## src/pkg/emdec_pkg.sv

```systemverilog
// emdec_pkg: shared constants and types for the emulation memory map decoder
// assumes a 24-bit byte address bus and up to four expansion areas
package emdec_pkg;
	localparam int ADDR_W = 24;
	localparam int BANK_W = 8;
	localparam int AREAS = 4;
	// bank gives address bits 23..16
	localparam int BANK_LSB = 16;
	// 256 KB area: bank low bits [1:0] free; 1 MB area: bank low bits [3:0] free
	localparam logic [7:0] MASK_256K = 8'hFC;
	localparam logic [7:0] MASK_1M = 8'hF0;
	localparam logic [7:0] ALIGN_256K = 8'h03;
	localparam logic [7:0] ALIGN_1M = 8'h0F;
	// total emulation memory in 256 KB units (1.5 MB)
	localparam logic [3:0] EMEM_UNITS = 4'h6;
	localparam logic [3:0] UNITS_256K = 4'h1;
	localparam logic [3:0] UNITS_1M = 4'h4;
	// fixed map
	localparam logic [23:0] RSV_LO = 24'h006400;
	localparam logic [23:0] RSV_HI = 24'h007FFF;
	localparam logic [23:0] IRAM_LO = 24'h000000;
	localparam logic [23:0] IRAM_HI = 24'h0063FF;
	localparam logic [23:0] IROM_LO = 24'hFC0000;
	localparam logic [23:0] VEC_LO = 24'hFFFFDC;
	typedef enum logic [1:0] {EMDEC_SINGLE, EMDEC_EXPAND, EMDEC_MICRO} emdec_mode_t;
	typedef enum logic [1:0] {EMDEC_UNUSED, EMDEC_INTERNAL, EMDEC_EXTERNAL} emdec_map_t;
	typedef enum logic [1:0] {EMDEC_T_EXT, EMDEC_T_EMEM, EMDEC_T_MCU} emdec_tgt_t;
	// pin status word bit positions
	localparam int PIN_BYTE = 0;
	localparam int PIN_MODE = 1;
	localparam int PIN_WAIT = 2;
	localparam int PIN_HOLD = 3;
	localparam int PIN_NMI = 4;
	localparam int PIN_W = 5;
endpackage

```

## src/pkg/emdec_if.sv

```systemverilog
// emdec_if: joins the decoder (device end) with the bus/config source (host end)
// assumes one clock shared by both ends
`timescale 1ns/100ps
interface emdec_if;
	logic [emdec_pkg::ADDR_W-1:0] addr;
	logic addr_valid;
	emdec_pkg::emdec_mode_t mode;
	logic [emdec_pkg::AREAS-1:0][emdec_pkg::BANK_W-1:0] area_bank;
	logic [emdec_pkg::AREAS-1:0] area_1m;
	emdec_pkg::emdec_map_t [emdec_pkg::AREAS-1:0] area_map;
	logic [emdec_pkg::PIN_W-1:0] pins;
	emdec_pkg::emdec_tgt_t target;
	logic target_valid;
	logic cfg_error;
	logic [emdec_pkg::PIN_W-1:0] pin_status;
	modport device (input addr, addr_valid, mode, area_bank, area_1m, area_map, pins,
		output target, target_valid, cfg_error, pin_status);
	modport host (output addr, addr_valid, mode, area_bank, area_1m, area_map, pins,
		input target, target_valid, cfg_error, pin_status);
endinterface

```

## src/logic/emdec_decoder.sv

```systemverilog
// emdec_decoder: picks emulation memory, mcu internals or target system per address
// assumes config is stable while addresses flow; pins come from outside the clock
// a bad config drops every expansion hit; the fixed map keeps working meanwhile
// answers are registered, one cycle behind the address on the link
//
// Behaviour
// - at most four expansion areas held
// - area size 256 KB or 1 MB
// - 256 KB bank low digit 0/4/8/C
// - 1 MB bank low digit 0
// - host keeps total within 1.5 MB
// - only listed size mixes valid
// - host avoids overlapping areas
// - reserved range never from expansion memory
// - internal ROM auto-mapped in two modes
// - reset vector always from emulation memory
// - special function and RAM go internal
// - everything else goes external
// - report mode and handshake pin levels
// - expansion mode may apply around breaks
// - target holds wait/hold/nmi high
// - bank is address bits 23 to 16
// - internal maps to emem, others external
`timescale 1ns/100ps
module emdec_decoder #(
	parameter int AREAS = emdec_pkg::AREAS
) (
	input wire logic clk_in,
	input wire logic reset_in,
	emdec_if.device bus
);
	// named counts so no bare figure sits in the decode
	localparam logic [2:0] MAX_1M_AREAS = 3'h1;
	localparam logic [3:0] NO_UNITS = 4'h0;
	localparam logic [emdec_pkg::ADDR_W-1:0] ADDR_TOP = '1;

	// bank match for one area under its size mask; comparing two areas with the
	// wider of their masks makes a 1 MB area catch any 256 KB bank inside it
	function automatic logic area_hit(input logic [7:0] bank, input logic [7:0] abank,
		input logic is_1m);
		logic [7:0] m;
		m = is_1m ? emdec_pkg::MASK_1M : emdec_pkg::MASK_256K;
		area_hit = (bank & m) == (abank & m);
	endfunction

	// low bank bits that must be clear for the chosen size
	function automatic logic bank_misaligned(input logic [7:0] abank, input logic is_1m);
		logic [7:0] free;
		free = is_1m ? emdec_pkg::ALIGN_1M : emdec_pkg::ALIGN_256K;
		bank_misaligned = (abank & free) != 8'h00;
	endfunction

	// inclusive window test shared by every fixed region
	function automatic logic in_window(input logic [emdec_pkg::ADDR_W-1:0] a,
		input logic [emdec_pkg::ADDR_W-1:0] lo, input logic [emdec_pkg::ADDR_W-1:0] hi);
		in_window = (a >= lo) && (a <= hi);
	endfunction

	// size of one area in 256 KB units, zero when the area is unused
	function automatic logic [3:0] area_units(input logic is_used, input logic is_1m);
		if (!is_used)
			area_units = NO_UNITS;
		else if (is_1m)
			area_units = emdec_pkg::UNITS_1M;
		else
			area_units = emdec_pkg::UNITS_256K;
	endfunction

	wire logic [7:0] bank = bus.addr[emdec_pkg::ADDR_W-1:emdec_pkg::BANK_LSB];
	wire logic [AREAS-1:0] used;
	wire logic [AREAS-1:0] misalign;
	wire logic [AREAS-1:0] emem_hit;
	wire logic [AREAS-1:0][3:0] units;
	wire logic [AREAS-1:0][AREAS-1:0] overlap;

	// per-area checks and matches
	genvar i, j;
	generate
		for (i = 0; i < AREAS; i++) begin : g_area
			assign used[i] = bus.area_map[i] != emdec_pkg::EMDEC_UNUSED;
			// an unused area may hold any bank without being flagged
			assign misalign[i] = used[i] &&
				bank_misaligned(bus.area_bank[i], bus.area_1m[i]);
			// size kept as a small unit count so the sum stays narrow
			assign units[i] = area_units(used[i], bus.area_1m[i]);
			assign emem_hit[i] = bus.area_map[i] == emdec_pkg::EMDEC_INTERNAL &&
				!misalign[i] && area_hit(bank, bus.area_bank[i], bus.area_1m[i]);
			for (j = 0; j < AREAS; j++) begin : g_pair
				assign overlap[i][j] = (j > i) && used[i] && used[j] &&
					area_hit(bus.area_bank[i], bus.area_bank[j],
						bus.area_1m[i] | bus.area_1m[j]);
			end
		end
	endgenerate

	// size-mix and total: summed units fit, and at most one 1 MB area
	logic [5:0] total;
	logic [2:0] n_1m;
	always_comb begin
		total = '0;
		n_1m = '0;
		for (int k = 0; k < AREAS; k++) begin
			total = total + 6'(units[k]);
			n_1m = n_1m + 3'(used[k] && bus.area_1m[k]);
		end
	end
	// 1 MB plus two 256 KB is the largest legal mix; a 256 KB-only set may reach four
	wire logic too_many_1m = n_1m > MAX_1M_AREAS;
	wire logic over_total = total > 6'(emdec_pkg::EMEM_UNITS);
	wire logic mix_bad = too_many_1m || (n_1m == MAX_1M_AREAS && over_total);
	// single-chip mode has no expansion memory, so any used area there is a fault
	wire logic expand_in_single = bus.mode == emdec_pkg::EMDEC_SINGLE && (|used);
	wire logic any_misalign = |misalign;
	wire logic any_overlap = |overlap;
	// one flag for all faults; the host sees it and the area hits are dropped,
	// trading a lost mapping for never aliasing two areas onto one memory
	wire logic cfg_bad = any_misalign || mix_bad || any_overlap || expand_in_single;

	// fixed regions; each is a plain window so the map can move with the package
	// the vector and rom windows both run to the top of the address space
	wire logic in_iram = in_window(bus.addr, emdec_pkg::IRAM_LO,
		emdec_pkg::IRAM_HI);
	wire logic in_rsv = in_window(bus.addr, emdec_pkg::RSV_LO,
		emdec_pkg::RSV_HI);
	wire logic in_vec = in_window(bus.addr, emdec_pkg::VEC_LO, ADDR_TOP);
	wire logic in_irom = in_window(bus.addr, emdec_pkg::IROM_LO, ADDR_TOP);
	// expansion mode may be in force even when software leaves single-chip later
	wire logic rom_auto = bus.mode != emdec_pkg::EMDEC_MICRO && in_irom;
	// bad config blocks every expansion hit rather than aliasing memory
	wire logic area_emem = (|emem_hit) && !cfg_bad &&
		bus.mode != emdec_pkg::EMDEC_SINGLE;

	// priority: internals, reserved, vector, rom, then areas, then external;
	// the fixed classes are resolved first so no area setting can reach them
	wire logic to_mcu = in_iram || in_rsv;
	wire logic to_emem_fixed = in_vec || rom_auto;
	wire logic to_emem = to_emem_fixed || area_emem;
	emdec_pkg::emdec_tgt_t tgt_d;
	assign tgt_d = to_mcu ? emdec_pkg::EMDEC_T_MCU :
		to_emem ? emdec_pkg::EMDEC_T_EMEM :
		emdec_pkg::EMDEC_T_EXT;

	// registered decision, one cycle after the address; the target follows every
	// cycle and valid alone says whether it counts
	emdec_pkg::emdec_tgt_t tgt_q;
	logic tv_q;
	logic err_q;
	always_ff @(posedge clk_in) begin
		if (reset_in) begin
			tgt_q <= emdec_pkg::EMDEC_T_EXT;
		end else begin
			tgt_q <= tgt_d;
		end
	end
	// valid runs beside the target, one stage late
	always_ff @(posedge clk_in) begin
		if (reset_in) begin
			tv_q <= 1'b0;
		end else begin
			tv_q <= bus.addr_valid;
		end
	end
	// config fault as a level; follows the settings with one cycle of lag
	always_ff @(posedge clk_in) begin
		if (reset_in) begin
			err_q <= 1'b0;
		end else begin
			err_q <= cfg_bad;
		end
	end

	// pin readback, three-stage sync per pin; a change is taken only when stages
	// two and three agree, so a level caught mid-transition never reaches the host
	// reset value is high, the idle level of every handshake pin
	wire logic [emdec_pkg::PIN_W-1:0] pin_lvl;
	genvar p;
	generate
		for (p = 0; p < emdec_pkg::PIN_W; p++) begin : g_pin
			logic s1_q, s2_q, s3_q, lvl_q;
			wire logic settled = s2_q == s3_q;
			// sync stages; only the second stage reads the first
			always_ff @(posedge clk_in) begin
				if (reset_in) begin
					s1_q <= 1'b1;
					s2_q <= 1'b1;
					s3_q <= 1'b1;
				end else begin
					s1_q <= bus.pins[p];
					s2_q <= s1_q;
					s3_q <= s2_q;
				end
			end

			// filter stage: holds the last agreed level
			always_ff @(posedge clk_in) begin
				if (reset_in) begin
					lvl_q <= 1'b1;
				end else if (settled) begin
					lvl_q <= s3_q;
				end
			end
			assign pin_lvl[p] = lvl_q;
		end
	endgenerate

	assign bus.target = tgt_q;
	assign bus.target_valid = tv_q;
	assign bus.cfg_error = err_q;
	assign bus.pin_status = pin_lvl; // low wait/hold/nmi visible here
endmodule

```

## src/flat_wrapper.sv

```systemverilog
// flat-port wrapper written by rule: the top's interface ports become plain ports
module emdec_decoder_flat 
#(
	parameter int AREAS = emdec_pkg::AREAS
)
  (clk_in, reset_in, bus_addr, bus_addr_valid, bus_mode, bus_area_bank, bus_area_1m, bus_area_map, bus_pins, bus_target, bus_target_valid, bus_cfg_error, bus_pin_status);
  emdec_if bus_i ();
  input wire logic clk_in;
  input wire logic reset_in;
  input wire logic [$bits(bus_i.addr)-1:0] bus_addr;
  input wire logic [$bits(bus_i.addr_valid)-1:0] bus_addr_valid;
  input wire logic [$bits(bus_i.mode)-1:0] bus_mode;
  input wire logic [$bits(bus_i.area_bank)-1:0] bus_area_bank;
  input wire logic [$bits(bus_i.area_1m)-1:0] bus_area_1m;
  input wire logic [$bits(bus_i.area_map)-1:0] bus_area_map;
  input wire logic [$bits(bus_i.pins)-1:0] bus_pins;
  output wire logic [$bits(bus_i.target)-1:0] bus_target;
  output wire logic [$bits(bus_i.target_valid)-1:0] bus_target_valid;
  output wire logic [$bits(bus_i.cfg_error)-1:0] bus_cfg_error;
  output wire logic [$bits(bus_i.pin_status)-1:0] bus_pin_status;
  assign bus_i.addr = bus_addr;
  assign bus_i.addr_valid = bus_addr_valid;
  assign bus_i.mode = bus_mode;
  assign bus_i.area_bank = bus_area_bank;
  assign bus_i.area_1m = bus_area_1m;
  assign bus_i.area_map = bus_area_map;
  assign bus_i.pins = bus_pins;
  assign bus_target = bus_i.target;
  assign bus_target_valid = bus_i.target_valid;
  assign bus_cfg_error = bus_i.cfg_error;
  assign bus_pin_status = bus_i.pin_status;
  emdec_decoder #(.AREAS(AREAS)) u_core (.clk_in(clk_in), .reset_in(reset_in), .bus(bus_i));
endmodule
```

## config.mk

```make
export PLATFORM = sky130hd
export DESIGN_NAME = emdec_decoder_flat
export DESIGN_NICKNAME = d
export VERILOG_FILES = /design/src/pkg/emdec_pkg.sv /design/src/pkg/emdec_if.sv /design/src/logic/emdec_decoder.sv /design/src/flat_wrapper.sv
export SDC_FILE = /design/constraint.sdc
export NUM_CORES = 1
export LEC_CHECK = 0
export ABC_AREA = 1
export BUFFER_PORTS_ARGS = -buffer_cell sky130_fd_sc_hd__buf_2
export CORE_MARGIN = 3
export CORE_UTILIZATION = 45
export DETAILED_ROUTE_END_ITERATION = 8
export GPL_TIMING_DRIVEN = 1
export HOLD_SLACK_MARGIN = 0.05
export PLACE_DENSITY_LB_ADDON = 0.15
export SETUP_SLACK_MARGIN = 0.4
export SLEW_MARGIN = 20
export SYNTH_ARGS = -nofsm -noshare
export SYNTH_HDL_FRONTEND = slang
export SYNTH_SLANG_ARGS = --single-unit
```

## constraint.sdc

```tcl
create_clock -name clk_in -period 2.6 [get_ports clk_in]
set_input_delay 0.52 -clock clk_in [delete_from_list [all_inputs] [get_ports clk_in]]
set_output_delay 0.52 -clock clk_in [all_outputs]
set_load 0.01 [all_outputs]
```

After elaboration in Yosys (flattened, before gate mapping)
Index checks and enable logic that the tools add are counted.

word-level totals
  register bits after elaboration = 24
  input bits = 78
  output and inout bits = 9
  logic and storage cells = 178

operators by class
  add/sub/neg operators = 6
  magnitude comparators = 9
  equality and inequality tests = 21
  mux-type cells = 24
  bitwise operators = 30
  reduce and logical (&&, ||, !) cells = 64

operators with widths
  operator              number
  $and 8x8->8           24
  $eq 8x8->1            10
  $mux 4                17
  $ge 24x24->1 const B  2
  $le 24x15->1 const B  2
  $logic_and 1x1->1     37
  $reduce_bool 8->1     4
  $ge 24x1->1 const B   1
  $ge 24x15->1 const B  1
  $le 24x24->1 const B  1
  $mux 3                5
  $add 6x4->6           2
  $reduce_or 4->1       3
  $reduce_bool 2->1     5
  $eq 2x1->1 const B    4
  $logic_or 1x1->1      7
  $add 3x1->3           2
  $gt 6x3->1 const B    1
  $or 1x1->1            6
  $reduce_or 6->1       1
  $add 4x4->5           1
  $eq 1x1->1            5
  $logic_not 1->1       5
  $eq 3x1->1 const B    1
  other kinds (7)       7

Depth between registers and ports, before layout
Gate-level depths: netlist (run 1).

  depth after elaboration = 17
  gate-level depth with buffers = 19
  depth with buffers taken out = 19

Worst setup path after synthesis (run 1)
OpenSTA, ideal clock, no wires.

  path type = input to register
  from = in bus_area_map[0]
  to = reg u_core.tgt_q[0], in the netlist u_core.bus.target[0]
  library setup time = 66 ps
  arrival time = 2576 ps
  required time = 2534 ps
  slack = -42 ps
  stages on the path = 17
  buffers on the path = 0
  cell sequence = nor2_4 -> nor2_1 -> ha_1 -> fa_1 -> ha_1 -> ha_1 -> nand2_1 -> nor2_1 -> nor2_1 -> nand2_1 -> nand2_1 -> nand2_1 -> nor2_1 -> nand2_1 -> nor2_2 -> nand2_1 -> a21oi_2

on the way
  cells in the longest elaborated chain, start to end = 16
  elaborated cells on any way between the ends = 38
  classes of those cells = 6 x add/sub; 2 x order compare; 2 x eq/ne; 2 x mux; 26 x reduce/logical

RTL lines
  element                                                  line                                        source
  start: declaration                                       flat_wrapper.sv:15                          input wire logic [$bits(bus_i.area_map)-1:0] bus_area_map;
  $reduce_bool 2->1                                        emdec_decoder.sv:80                         assign used[i] = bus.area_map[i] != emdec_pkg::EMDEC_UNUSED;
  $mux 3 or $logic_and 1x1->1 (tied branches)              emdec_decoder.sv:61, emdec_decoder.sv:104
  $add 4x4->5 or $add 1x1->2 (tied branches)               emdec_decoder.sv:103, emdec_decoder.sv:104
  $add 6x4->6 or $add 3x1->3 (tied branches) (2 in a row)  emdec_decoder.sv:103, emdec_decoder.sv:104
  $gt 6x3->1 or $eq 3x1->1 (tied branches)                 emdec_decoder.sv:109, emdec_decoder.sv:110
  $logic_and 1x1->1                                        emdec_decoder.sv:110                        wire logic mix_bad = too_many_1m || (n_1m == MAX_1M_AREAS && over_total);
  $logic_or 1x1->1                                         emdec_decoder.sv:110
  $logic_or 1x1->1 (3 in a row)                            emdec_decoder.sv:117                        wire logic cfg_bad = any_misalign || mix_bad || any_overlap || expand_in_single;
  $logic_not 1->1                                          emdec_decoder.sv:130                        wire logic area_emem = (|emem_hit) && !cfg_bad &&
  $logic_and 1x1->1 * (2 in a row)                         emdec_decoder.sv:130
  $logic_or 1x1->1 *                                       emdec_decoder.sv:137                        wire logic to_emem = to_emem_fixed || area_emem;
  $mux 1 *                                                 emdec_decoder.sv:140                        to_emem ? emdec_pkg::EMDEC_T_EMEM :
  end signal: assignment                                   emdec_decoder.sv:150                        tgt_q <= emdec_pkg::EMDEC_T_EXT;
  end signal: assignment                                   emdec_decoder.sv:152                        tgt_q <= tgt_d;
  end: declaration                                         emdec_decoder.sv:145                        emdec_pkg::emdec_tgt_t tgt_q;

Every way passes the cells marked *; elsewhere a longest branch is shown, timed or not.
A chain may end at the register's enable or synchronous reset.

Final worst setup path (run 1)
  from = in bus_area_map[3]
  to = reg u_core.tgt_q[0], in the netlist u_core.bus.target[0]

on the way
  cells in the longest elaborated chain, start to end = 16
  elaborated cells on any way between the ends = 38
  classes of those cells = 6 x add/sub; 2 x order compare; 2 x eq/ne; 2 x mux; 26 x reduce/logical

RTL lines
  element                                                  line
  $reduce_bool 2->1                                        emdec_decoder.sv:80
  $mux 4 or $logic_and 1x1->1 (tied branches)              emdec_decoder.sv:61, emdec_decoder.sv:104
  $add 4x4->5 or $add 1x1->2 (tied branches)               emdec_decoder.sv:103, emdec_decoder.sv:104
  $add 6x4->6 or $add 3x1->3 (tied branches) (2 in a row)  emdec_decoder.sv:103, emdec_decoder.sv:104
  $gt 6x3->1 or $eq 3x1->1 (tied branches)                 emdec_decoder.sv:109, emdec_decoder.sv:110
  $logic_and 1x1->1                                        emdec_decoder.sv:110
  $logic_or 1x1->1                                         emdec_decoder.sv:110
  $logic_or 1x1->1 (3 in a row)                            emdec_decoder.sv:117
  $logic_not 1->1                                          emdec_decoder.sv:130
  $logic_and 1x1->1 * (2 in a row)                         emdec_decoder.sv:130
  $logic_or 1x1->1 *                                       emdec_decoder.sv:137
  $mux 1 *                                                 emdec_decoder.sv:140

Marked as above.

==> flow_metrics.env, run 1 <==
export IMPL_postSynthNetCount=498
export IMPL_finalWirelength_um=6326
export IMPL_start_util=0.4785
export IMPL_final_cells=570
export IMPL_post_place_cells=562
export IMPL_antenna_found_initial=0
export IMPL_synthTopCellsByArea="nand2_1 22%, dfxtp_1 21%, nor2_1 11%"
export IMPL_tightest_slew_ns=0.3232
export IMPL_cp_required_ns=2.80
export IMPL_end_kind="flip-flop"
export IMPL_start_kind="primary input"
export IMPL_fin_total_pwr_mw=1.081
export IMPL_arrival_ns=2.65
export IMPL_place_ws_ns=-0.1431
export IMPL_r2r_start="u_core.g_pin[1].s2_q"
export IMPL_wire_per_inst_um=11.10
export IMPL_final_cell_mix="139 x nand2_1, 81 x buf_2, 66 x nor2_1, 46 x inv_1, 31 x nand3_1"
export IMPL_postRouteAntennaNets=0
export IMPL_drtPass1Iterations=4
export IMPL_fin_area_mm2=0.002989
export IMPL_maxCapViolations=0
export IMPL_drt_iter0_markers=134
export IMPL_min_period_over_period=0.9408
export IMPL_ff2ff_path_depth=1
export IMPL_relSlewSlack=0.7845
export IMPL_syn_inst=410
export IMPL_total_leakage_power_nw=1.652
export IMPL_worstSetupEndpoint="u_core.bus.target[0]"
export IMPL_layout_nets=592
export IMPL_yosysSeqAreaShare=0.2058
export IMPL_worstHoldPathType="flip-flop to flip-flop"
export IMPL_cts_sinks=24
export IMPL_die_w_um=78.03
export IMPL_htreeDepth=1
export IMPL_clk_latency_ns=0.26
export IMPL_yosysWarnings=0
export IMPL_skew_ns=0.003601
export IMPL_p_per_area_mw_per_mm2=361.5
export IMPL_crit_fanout=3
export IMPL_clkTransAtPathRegs_ns=0.08
export IMPL_hold_viol=0
export IMPL_cts_buffers=3
export IMPL_grt_pass1_wl_um=10670
export IMPL_slew_viol_final=0
export IMPL_post_route_util=0.6126
export IMPL_rows=25
export IMPL_core_area_mm2=0.004880
export IMPL_io_pin_count=87
export IMPL_io_buffers=84
export IMPL_cts_max_path_buffers=2
export IMPL_cp_startpoint="bus_area_map[3]"
export IMPL_fp_dieH_um=78.03
export IMPL_syn_area_per_cell_um2=5.694
export IMPL_grt_max_degree=25
export IMPL_yosysTopAreaCell="nand2_1"
export IMPL_reg2reg_to="u_core.g_pin[1].s3_q"
export IMPL_diodes=0
export IMPL_synth_ff_latch_count=24
export IMPL_remaining_drc_errors=0
export IMPL_timing_hold_ws_ns=0.4095
export IMPL_synth_top_area_share=0.2235
export IMPL_area_growth_pct=28.03
export IMPL_reg2reg_slack_ns=1.88
export IMPL_yosysUniqueCellTypes=26
export IMPL_grt_setup_unrepaired="yes"
export IMPL_ir_worst_vdd_mv=0.2319
export IMPL_tns_ns=0
export IMPL_syn_area_mm2=0.002335
export IMPL_drive_gt1_frac=0.2604
export IMPL_cts_root_buf="clkbuf_8"
export IMPL_dpl_hpwl_um=5244
export IMPL_place_area_mm2=0.002867
export IMPL_fmax_mhz=408.8
export IMPL_layout_commonest_cell="nand2_1"
export IMPL_place_gp_congestion=0.9556
export IMPL_grt_pass1_vias=2457
export IMPL_grt_overflow=0
export IMPL_cts_tree="yes"
export IMPL_setup_viol=0
export IMPL_dieArea_mm2=0.006089
export IMPL_run_status="finished, final reports clean"
export IMPL_crit_type="primary input to flip-flop"
export IMPL_via_count=2727
export IMPL_post_route_min_period_ns=2.446
export IMPL_track_usage=0.2110
export IMPL_viasPerCell=4.784
export IMPL_worst_slack_ns=0.1540
[critical path, cell delays in order]
cell and delay [ns]:
buf_6 0.10, nor2_4 0.12, nor2_2 0.05, ha_1 0.27, inv_1 0.04, fa_1 0.49
inv_1 0.06, ha_1 0.26, nand2_1 0.06, nor2_1 0.04, nor2_1 0.08, nand2_1 0.06
nand2_1 0.06, nand2_1 0.05, nor2_1 0.08, nand2_1 0.06, nor2_2 0.09, nand2_1 0.07
a21oi_2 0.10
[repair_timing]
item	4_1_cts	5_1_grt
resized for setup	5	1
endpoints found under the setup margin	2	2
buffers inserted	3	1
pin swaps	0	0
hold buffers	0	0
cloned	0	0
[synth_stat cells, drive strengths merged]
cell	n
xnor2	15
o21bai	1
or2	15
nor2	71
nand3	31
nand4	3
dfxtp	24
o21ai	8
nor3	10
clkbuf	4
nor4	3
fa	2
nand2	139
nand3b	6
a21oi	9
buf	6
a31o	1
ha	8
xor2	4
inv	50
[cells by family after synthesis]
group	count (synthesis)	synth area share
xor gates and xnor gates	19	0.07128
AOI/OAI and AO/OA	19	0.04502
adders and majority gates	10	0.06002
and+or+nand+nor	278	0.5118
DFF	24	0.2058
buffers and inverters	60	0.1061
[state kept, by name, indices dropped and copies added, names as in the netlist]
signal	count
u_core.bus.target	2
u_core.g_pin.s2_q	5
u_core.bus.cfg_error	1
u_core.g_pin.s1_q	5
u_core.g_pin.s3_q	5
u_core.bus.target_valid	1
u_core.g_pin.lvl_q	5
[routing by layer]
metal	track usage	wire (um)	share of wire
met1	0.2965	2952	0.47
met2	0.3587	2883	0.46
met3	0.02982	475	0.075
met4	0.01573	15	0.0024
met5	0	0	0
[worst min-delay path by stage]
stage | start | to | depth (start not counted)
after floorplan | u_core.g_pin[0].s1_q | u_core.g_pin[0].s2_q | 1
after detailed placement | u_core.g_pin[1].s1_q | u_core.g_pin[1].s2_q | 1
after global placement | u_core.g_pin[2].s1_q | u_core.g_pin[2].s2_q | 1
after CTS | u_core.g_pin[1].s1_q | u_core.g_pin[1].s2_q | 1
final | u_core.g_pin[1].s1_q | u_core.g_pin[1].s2_q | 1
after global routing | u_core.g_pin[2].s1_q | u_core.g_pin[2].s2_q | 1
[cell type report]
cell class / count / area [um2]
multi-input combinational: 326 / 1614
inverter: 50 / 187.7
tap: 67 / 83.83
clock buffer: 3 / 41.29
timing repair buffer: 99 / 551.8
fill: 478 / 1891
sequential: 24 / 480.5
clock inverter: 1 / 30.03
[report_power, final]
group	switching [mW]	total, mW	internal (mW)
Combinational	0.213	0.384	0.171
Clock	0.108	0.314	0.206
Sequential	0.00416	0.383	0.378
Total	0.325	1.08	0.755
No activity file was read; power rests on OpenSTA's default activity.
==> inputs of run 2 (changes only) <==
--- a/config.mk
+++ b/config.mk
@@ -5,10 +5,9 @@
 export SDC_FILE = /design/constraint.sdc
 export NUM_CORES = 1
 export LEC_CHECK = 0
-export ABC_AREA = 1
 export BUFFER_PORTS_ARGS = -buffer_cell sky130_fd_sc_hd__buf_2
 export CORE_MARGIN = 3
-export CORE_UTILIZATION = 45
+export CORE_UTILIZATION = 44
 export DETAILED_ROUTE_END_ITERATION = 8
 export GPL_TIMING_DRIVEN = 1
 export HOLD_SLACK_MARGIN = 0.05
==> flow_metrics.env, run 2 <==
export IMPL_post_route_min_period_ns=2.799
export IMPL_drtPass1Iterations=4
export IMPL_postRouteAntennaNets=0
export IMPL_yosysWarnings=0
export IMPL_io_buffers=84
export IMPL_yosysUniqueCellTypes=40
export IMPL_ys_top_cells_by_count="29 x xnor2_1, 28 x xor2_1, 24 x dfxtp_1"
export IMPL_syn_area_per_cell_um2=8.173
export IMPL_p_per_area_mw_per_mm2=359.6
export IMPL_grt_overflow=0
export IMPL_track_usage=0.1870
export IMPL_relSlewSlack=0.7435
export IMPL_grt_setup_unrepaired="yes"
export IMPL_reg2reg_to="u_core.g_pin[1].s3_q"
export IMPL_reg2reg_slack_ns=1.89
export IMPL_die_w_um=74.42
export IMPL_place_area_mm2=0.002502
export IMPL_postSynthNetCount=340
export IMPL_antenna_found_initial=0
export IMPL_synth_ff_latch_count=24
export IMPL_tightest_slew_ns=0.3825
export IMPL_skew_ns=0.0007981
export IMPL_synthTopCellsByArea="dfxtp_1 23%, xnor2_1 12%, xor2_1 12%"
export IMPL_arrival_ns=3.00
export IMPL_cts_tree="yes"
export IMPL_syn_inst=252
export IMPL_ir_worst_vdd_mv=0.1932
export IMPL_setup_viol=2
export IMPL_end_kind="flip-flop"
export IMPL_synth_most_common_cell="xnor2_1"
export IMPL_postSynth_asyncResetShare=0
export IMPL_maxCapViolations=0
export IMPL_layout_commonest_cell="buf_2"
export IMPL_violations="setup timing"
export IMPL_ys_flop_type="dfxtp_1"
export IMPL_slew_viol_final=0
export IMPL_crit_fanout=3
export IMPL_final_cell_mix="81 x buf_2, 29 x xnor2_1, 28 x xor2_1, 24 x dfxtp_1, 19 x nor2_1"
export IMPL_min_from="u_core.g_pin[1].s1_q"
export IMPL_viasPerCell=5.164
export IMPL_io_pin_count=87
export IMPL_worstHoldPathType="flip-flop to flip-flop"
export IMPL_core_area_mm2=0.004444
export IMPL_grt_max_degree=26
export IMPL_min_period_over_period=1.076
export IMPL_synth_top_area_share=0.2333
export IMPL_finalWirelength_um=5160
export IMPL_hold_path_endpoint="u_core.g_pin[1].s2_q"
export IMPL_diodes=0
export IMPL_remaining_drc_errors=0
export IMPL_timing_hold_ws_ns=0.4104
export IMPL_grt_pass1_wl_um=8038
export IMPL_fmax_mhz=357.3
export IMPL_crit_type="primary input to flip-flop"
export IMPL_syn_area_mm2=0.002059
export IMPL_worst_slack_ns=-0.1988
export IMPL_cts_buffers=3
export IMPL_start_kind="primary input"
export IMPL_dieArea_mm2=0.005538
export IMPL_layout_nets=417
export IMPL_r2r_start="u_core.g_pin[1].s2_q"
export IMPL_hold_viol=0
export IMPL_yosysSeqAreaShare=0.2333
export IMPL_area_growth_pct=26.31
export IMPL_via_count=1957
export IMPL_cts_sinks=24
export IMPL_rows=24
export IMPL_drive_gt1_frac=0.3853
export IMPL_clk_latency_ns=0.25
export IMPL_synth_edf_count=0
export IMPL_fp_dieH_um=74.42
export IMPL_place_gp_congestion=0.9217
export IMPL_grt_pass1_vias=1754
export IMPL_total_leakage_power_nw=1.104
export IMPL_wire_per_inst_um=13.61
export IMPL_htreeDepth=1
export IMPL_start_util=0.4634
export IMPL_dpl_hpwl_um=4391
export IMPL_run_status="finished, violations left"
export IMPL_cts_max_path_buffers=2
export IMPL_fin_area_mm2=0.002601
export IMPL_ff2ff_path_depth=1
export IMPL_cp_required_ns=2.80
export IMPL_holdPathStages=1
export IMPL_clkTransAtPathRegs_ns=0.07
export IMPL_tns_ns=-0.3588
export IMPL_cts_root_buf="clkbuf_8"
export IMPL_drt_iter0_markers=115
export IMPL_yosysTopAreaCell="dfxtp_1"
export IMPL_post_route_util=0.5853
## run 2: worst max-delay path by stage
stage | start | endpoint | slack (ns) | cells past startpoint
2_1_floorplan | bus_area_map[1] | u_core.bus.target[0] | -0.23 | 13
3_3_place_gp | bus_area_map[1] | u_core.bus.target[0] | -0.49 | 14
3_5_place_dp | bus_area_map[1] | u_core.bus.target[0] | -0.53 | 14
4_1_cts | bus_area_map[1] | u_core.bus.target[0] | -0.19 | 14
5_1_grt | bus_area_map[1] | u_core.bus.target[0] | -0.33 | 14
6_report | bus_area_map[1] | u_core.bus.target[0] | -0.20 | 14
## run 2: routing by layer
| layer | GRT usage | wire length (um) | vias to the layer above |
|---|---|---|---|
| met2 | 0.3034 | 2378 | 71 |
| met1 | 0.2680 | 2427 | 873 |
| met5 | 0 | 0 | - |
| met3 | 0.03243 | 335 | 2 |
| li1 | - | - | 1011 |
| met4 | 0.02174 | 19 | 0 |
## run 2: logic make-up (layout without fill, tap and decap cells)
logic type      after synthesis  after routing  synth area share
compound gates               43             43            0.1349
xor+xnor                     57             57            0.2424
fa+ha+maj                    10             10           0.06805
buf+inv                      31            106           0.08262
flops                        24             24            0.2333
simple gates                 87             87            0.2388
## run 2: critical path: stages
cell	delay, ns
buf_8	0.10
nor2_4	0.14
nor2b_1	0.06
ha_1	0.27
inv_1	0.05
fa_2	0.53
inv_2	0.05
ha_4	0.15
or2_0	0.19
o21ai_1	0.07
a32oi_1	0.12
a211o_1	0.28
nor4_4	0.29
a31o_1	0.17
## run 2: cell type report
class | count | area (um2)
timing repair buffer | 95 | 521.8
multi-input combinational | 197 | 1463
tap | 52 | 65.06
inverter | 8 | 30.03
fill | 431 | 1843
clock buffer | 3 | 41.29
sequential | 24 | 480.5
## run 2: repair_timing
item / in CTS / in global routing
endpoints found under the setup margin: 2 / 2
hold buffers: 0 / 0
resized for setup: 8 / 2
buffers inserted: 0 / 1
pin swaps: 3 / 1
hold endpoints to repair: 0 / 0
## run 2: stage by stage
stage / std cells / worst slack [ns] / total power, mW
after global placement: 375 / -0.4880 / 0.7165
after floorplan: 252 / -0.2327 / 0.5949
after global routing: 379 / -0.3262 / 0.9966
final: 379 / -0.1988 / 0.9355
after detailed placement: 375 / -0.5251 / 0.7236
after CTS: 378 / -0.1916 / 0.9388
## run 2: power breakdown
| group | switching, mW | internal [mW] |
|---|---|---|
| logic | 0.176 | 0.175 |
| registers | 0.00368 | 0.379 |
| clock network | 0.0985 | 0.103 |
==> inputs of run 3 (changes only) <==
--- a/config.mk
+++ b/config.mk
@@ -6,10 +6,12 @@
 export NUM_CORES = 1
 export LEC_CHECK = 0
 export BUFFER_PORTS_ARGS = -buffer_cell sky130_fd_sc_hd__buf_2
+export CELL_PAD_IN_SITES_DETAIL_PLACEMENT = 0
+export CELL_PAD_IN_SITES_GLOBAL_PLACEMENT = 1
 export CORE_MARGIN = 3
-export CORE_UTILIZATION = 44
+export CORE_UTILIZATION = 31
 export DETAILED_ROUTE_END_ITERATION = 8
-export GPL_TIMING_DRIVEN = 1
+export GPL_TIMING_DRIVEN = 0
 export HOLD_SLACK_MARGIN = 0.05
 export PLACE_DENSITY_LB_ADDON = 0.15
 export SETUP_SLACK_MARGIN = 0.4
==> flow_metrics.env, run 3 (synthesized netlist as in run 2, its figures left out) <==
export IMPL_end_kind="flip-flop"
export IMPL_regArea_um2=480.5
export IMPL_min_period_over_period=1.103
export IMPL_post_route_min_period_ns=2.868
export IMPL_layout_nets=419
export IMPL_drive_gt1_frac=0.3667
export IMPL_grt_max_degree=15
export IMPL_core_area_mm2=0.006386
export IMPL_worstHoldPathType="flip-flop to flip-flop"
export IMPL_wire_per_inst_um=13.87
export IMPL_relSlewSlack=0.7228
export IMPL_layout_commonest_cell="buf_2"
export IMPL_violations="setup timing"
export IMPL_clk_latency_ns=0.26
export IMPL_dieArea_mm2=0.007657
export IMPL_fillers=674
export IMPL_ir_worst_vdd_mv=0.3483
export IMPL_grt_overflow=0
export IMPL_start_kind="primary input"
export IMPL_p_per_area_mw_per_mm2=389.7
export IMPL_arrival_ns=3.08
export IMPL_fp_dieH_um=87.51
export IMPL_power_internal_uw=751.0
export IMPL_multi_input_area_mm2=0.001453
export IMPL_grt_setup_unrepaired="yes"
export IMPL_cts_max_path_buffers=2
export IMPL_place_gp_congestion=0.8367
export IMPL_remaining_drc_errors=0
export IMPL_io_pin_count=87
export IMPL_start_util=0.3225
export IMPL_area_growth_pct=29.89
export IMPL_setup_viol=2
export IMPL_hold_buffers=0
export IMPL_run_status="finished, violations left"
export IMPL_drtPass1Iterations=4
export IMPL_p_sw_uw=291.5
export IMPL_clockPowerShare=0.304
export IMPL_htreeDepth=1
export IMPL_cts_sinks=24
export IMPL_maxCapViolations=0
export IMPL_netSwitchingFraction=0.2796
export IMPL_clkTransAtPathRegs_ns=0.08
export IMPL_pwr_share_seq=0.367
export IMPL_hold_viol=0
export IMPL_dpl_hpwl_um=4707
export IMPL_finalWirelength_um=5647
export IMPL_viasPerCell=4.774
export IMPL_final_cell_mix="69 x buf_2, 29 x xnor2_1, 28 x xor2_1, 24 x dfxtp_1, 19 x nor2_1"
export IMPL_antenna_found_initial=0
export IMPL_drt_iter0_markers=50
export IMPL_grt_pass1_wl_um=9018
export IMPL_grt_pass1_vias=1804
export IMPL_place_area_mm2=0.002519
export IMPL_cts_tree="yes"
export IMPL_skew_ns=0.004559
export IMPL_power_frac_comb=0.329
export IMPL_io_buffers=68
export IMPL_fmax_mhz=348.7
export IMPL_track_usage=0.1507
export IMPL_cts_root_buf="clkbuf_8"
export IMPL_cp_required_ns=2.81
export IMPL_worst_slack_ns=-0.2680
export IMPL_fin_area_mm2=0.002675
export IMPL_cts_buffers=3
export IMPL_die_w_um=87.51
export IMPL_crit_type="primary input to flip-flop"
export IMPL_via_count=1943
export IMPL_place_ws_ns=-0.7492
export IMPL_crit_fanout=3
export IMPL_tightest_slew_ns=0.4159
export IMPL_diodes=0
export IMPL_postRouteAntennaNets=0
export IMPL_total_leakage_power_nw=1.104
export IMPL_slew_viol_final=0
export IMPL_rows=29
run 3: cell types whose count changed in the layout (fill, tap and decap cells not counted):
cell       change
inv_2          +1
bufinv_16      +1
ha_4           -1
inv_1          -1
buf_8          -1
buf_4          +1
clkbuf_1       +9
ha_2           +1
buf_6          +5
buf_2         -12
run 3: final timing paths:
| path | from | endpoint | slack [ns] | cells after the start |
|---|---|---|---|---|
| hold / removal | u_core.g_pin[0].s1_q | u_core.g_pin[0].s2_q | 0.41 | 1 |
| setup / recovery | bus_area_map[3] | u_core.bus.target[0] | -0.27 | 14 |
| hold reg to reg | u_core.g_pin[0].s1_q | u_core.g_pin[0].s2_q | 0.41 | 1 |
| setup reg to reg | u_core.g_pin[0].s2_q | u_core.g_pin[0].s3_q | 1.87 | 1 |
run 3: repair_timing:
item	in CTS	in global routing
gates resized for setup	9	1
pin swaps	2	0
buffers inserted	4	2
endpoints found under the setup margin	2	2
run 3: final cells by class:
| type | count | area share |
|---|---|---|
| Clock inverter | 1 | 0.01123 |
| Sequential cell | 24 | 0.1796 |
| Buffer | 23 | 0.05239 |
| Multi-Input combinational cell | 197 | 0.5430 |
| Clock buffer | 3 | 0.01543 |
| Tap cell | 77 | 0.03601 |
| Timing Repair Buffer | 74 | 0.1511 |
| Inverter | 8 | 0.01123 |
run 3: routing by layer:
metal,track usage,share of wire,vias up
li1,-,-,1016
met1,0.2272,0.49,858
met2,0.2329,0.44,67
met3,0.02554,0.057,2
met4,0.01255,0.0032,0
met5,0,0,-
run 3: per-stage QoR:
| step | hold WS [ns] | TNS [ns] | instances | power, mW | util |
|---|---|---|---|---|---|
| final | 0.4075 | -0.4963 | 407 | 1.043 | 0.4189 |
| after global routing | 0.4213 | -0.7720 | 407 | 1.115 | 0.4189 |
| after CTS | 0.4109 | -0.5381 | 405 | 1.054 | 0.4165 |
| after detailed placement | 0.3963 | -1.477 | 397 | 0.7155 | 0.3944 |
| after global placement | 0.3927 | -1.376 | 397 | 0.7115 | 0.3944 |
| after floorplan | 0.3895 | -0.4167 | 252 | 0.5949 | - |
run 3: power by group through the flow:
| stage | Combinational, mW | Sequential [mW] | Clock, mW |
|---|---|---|---|
| 5_1_grt | 0.388 | 0.384 | 0.343 |
| 3_5_place_dp | 0.324 | 0.391 | 0 |
| 4_1_cts | 0.345 | 0.382 | 0.326 |
| 3_3_place_gp | 0.321 | 0.391 | 0 |
| 2_1_floorplan | 0.204 | 0.391 | 0 |
| 6_report | 0.343 | 0.382 | 0.317 |
run 3: worst max-delay path, cell delays in order:
cell,delay (ns)
buf_2,0.12
nor2_4,0.13
nor2b_1,0.07
ha_1,0.27
inv_1,0.05
fa_2,0.54
inv_2,0.06
ha_4,0.15
or2_0,0.19
o21ai_1,0.08
a32oi_1,0.13
a211o_1,0.30
nor4_4,0.31
a31o_1,0.18
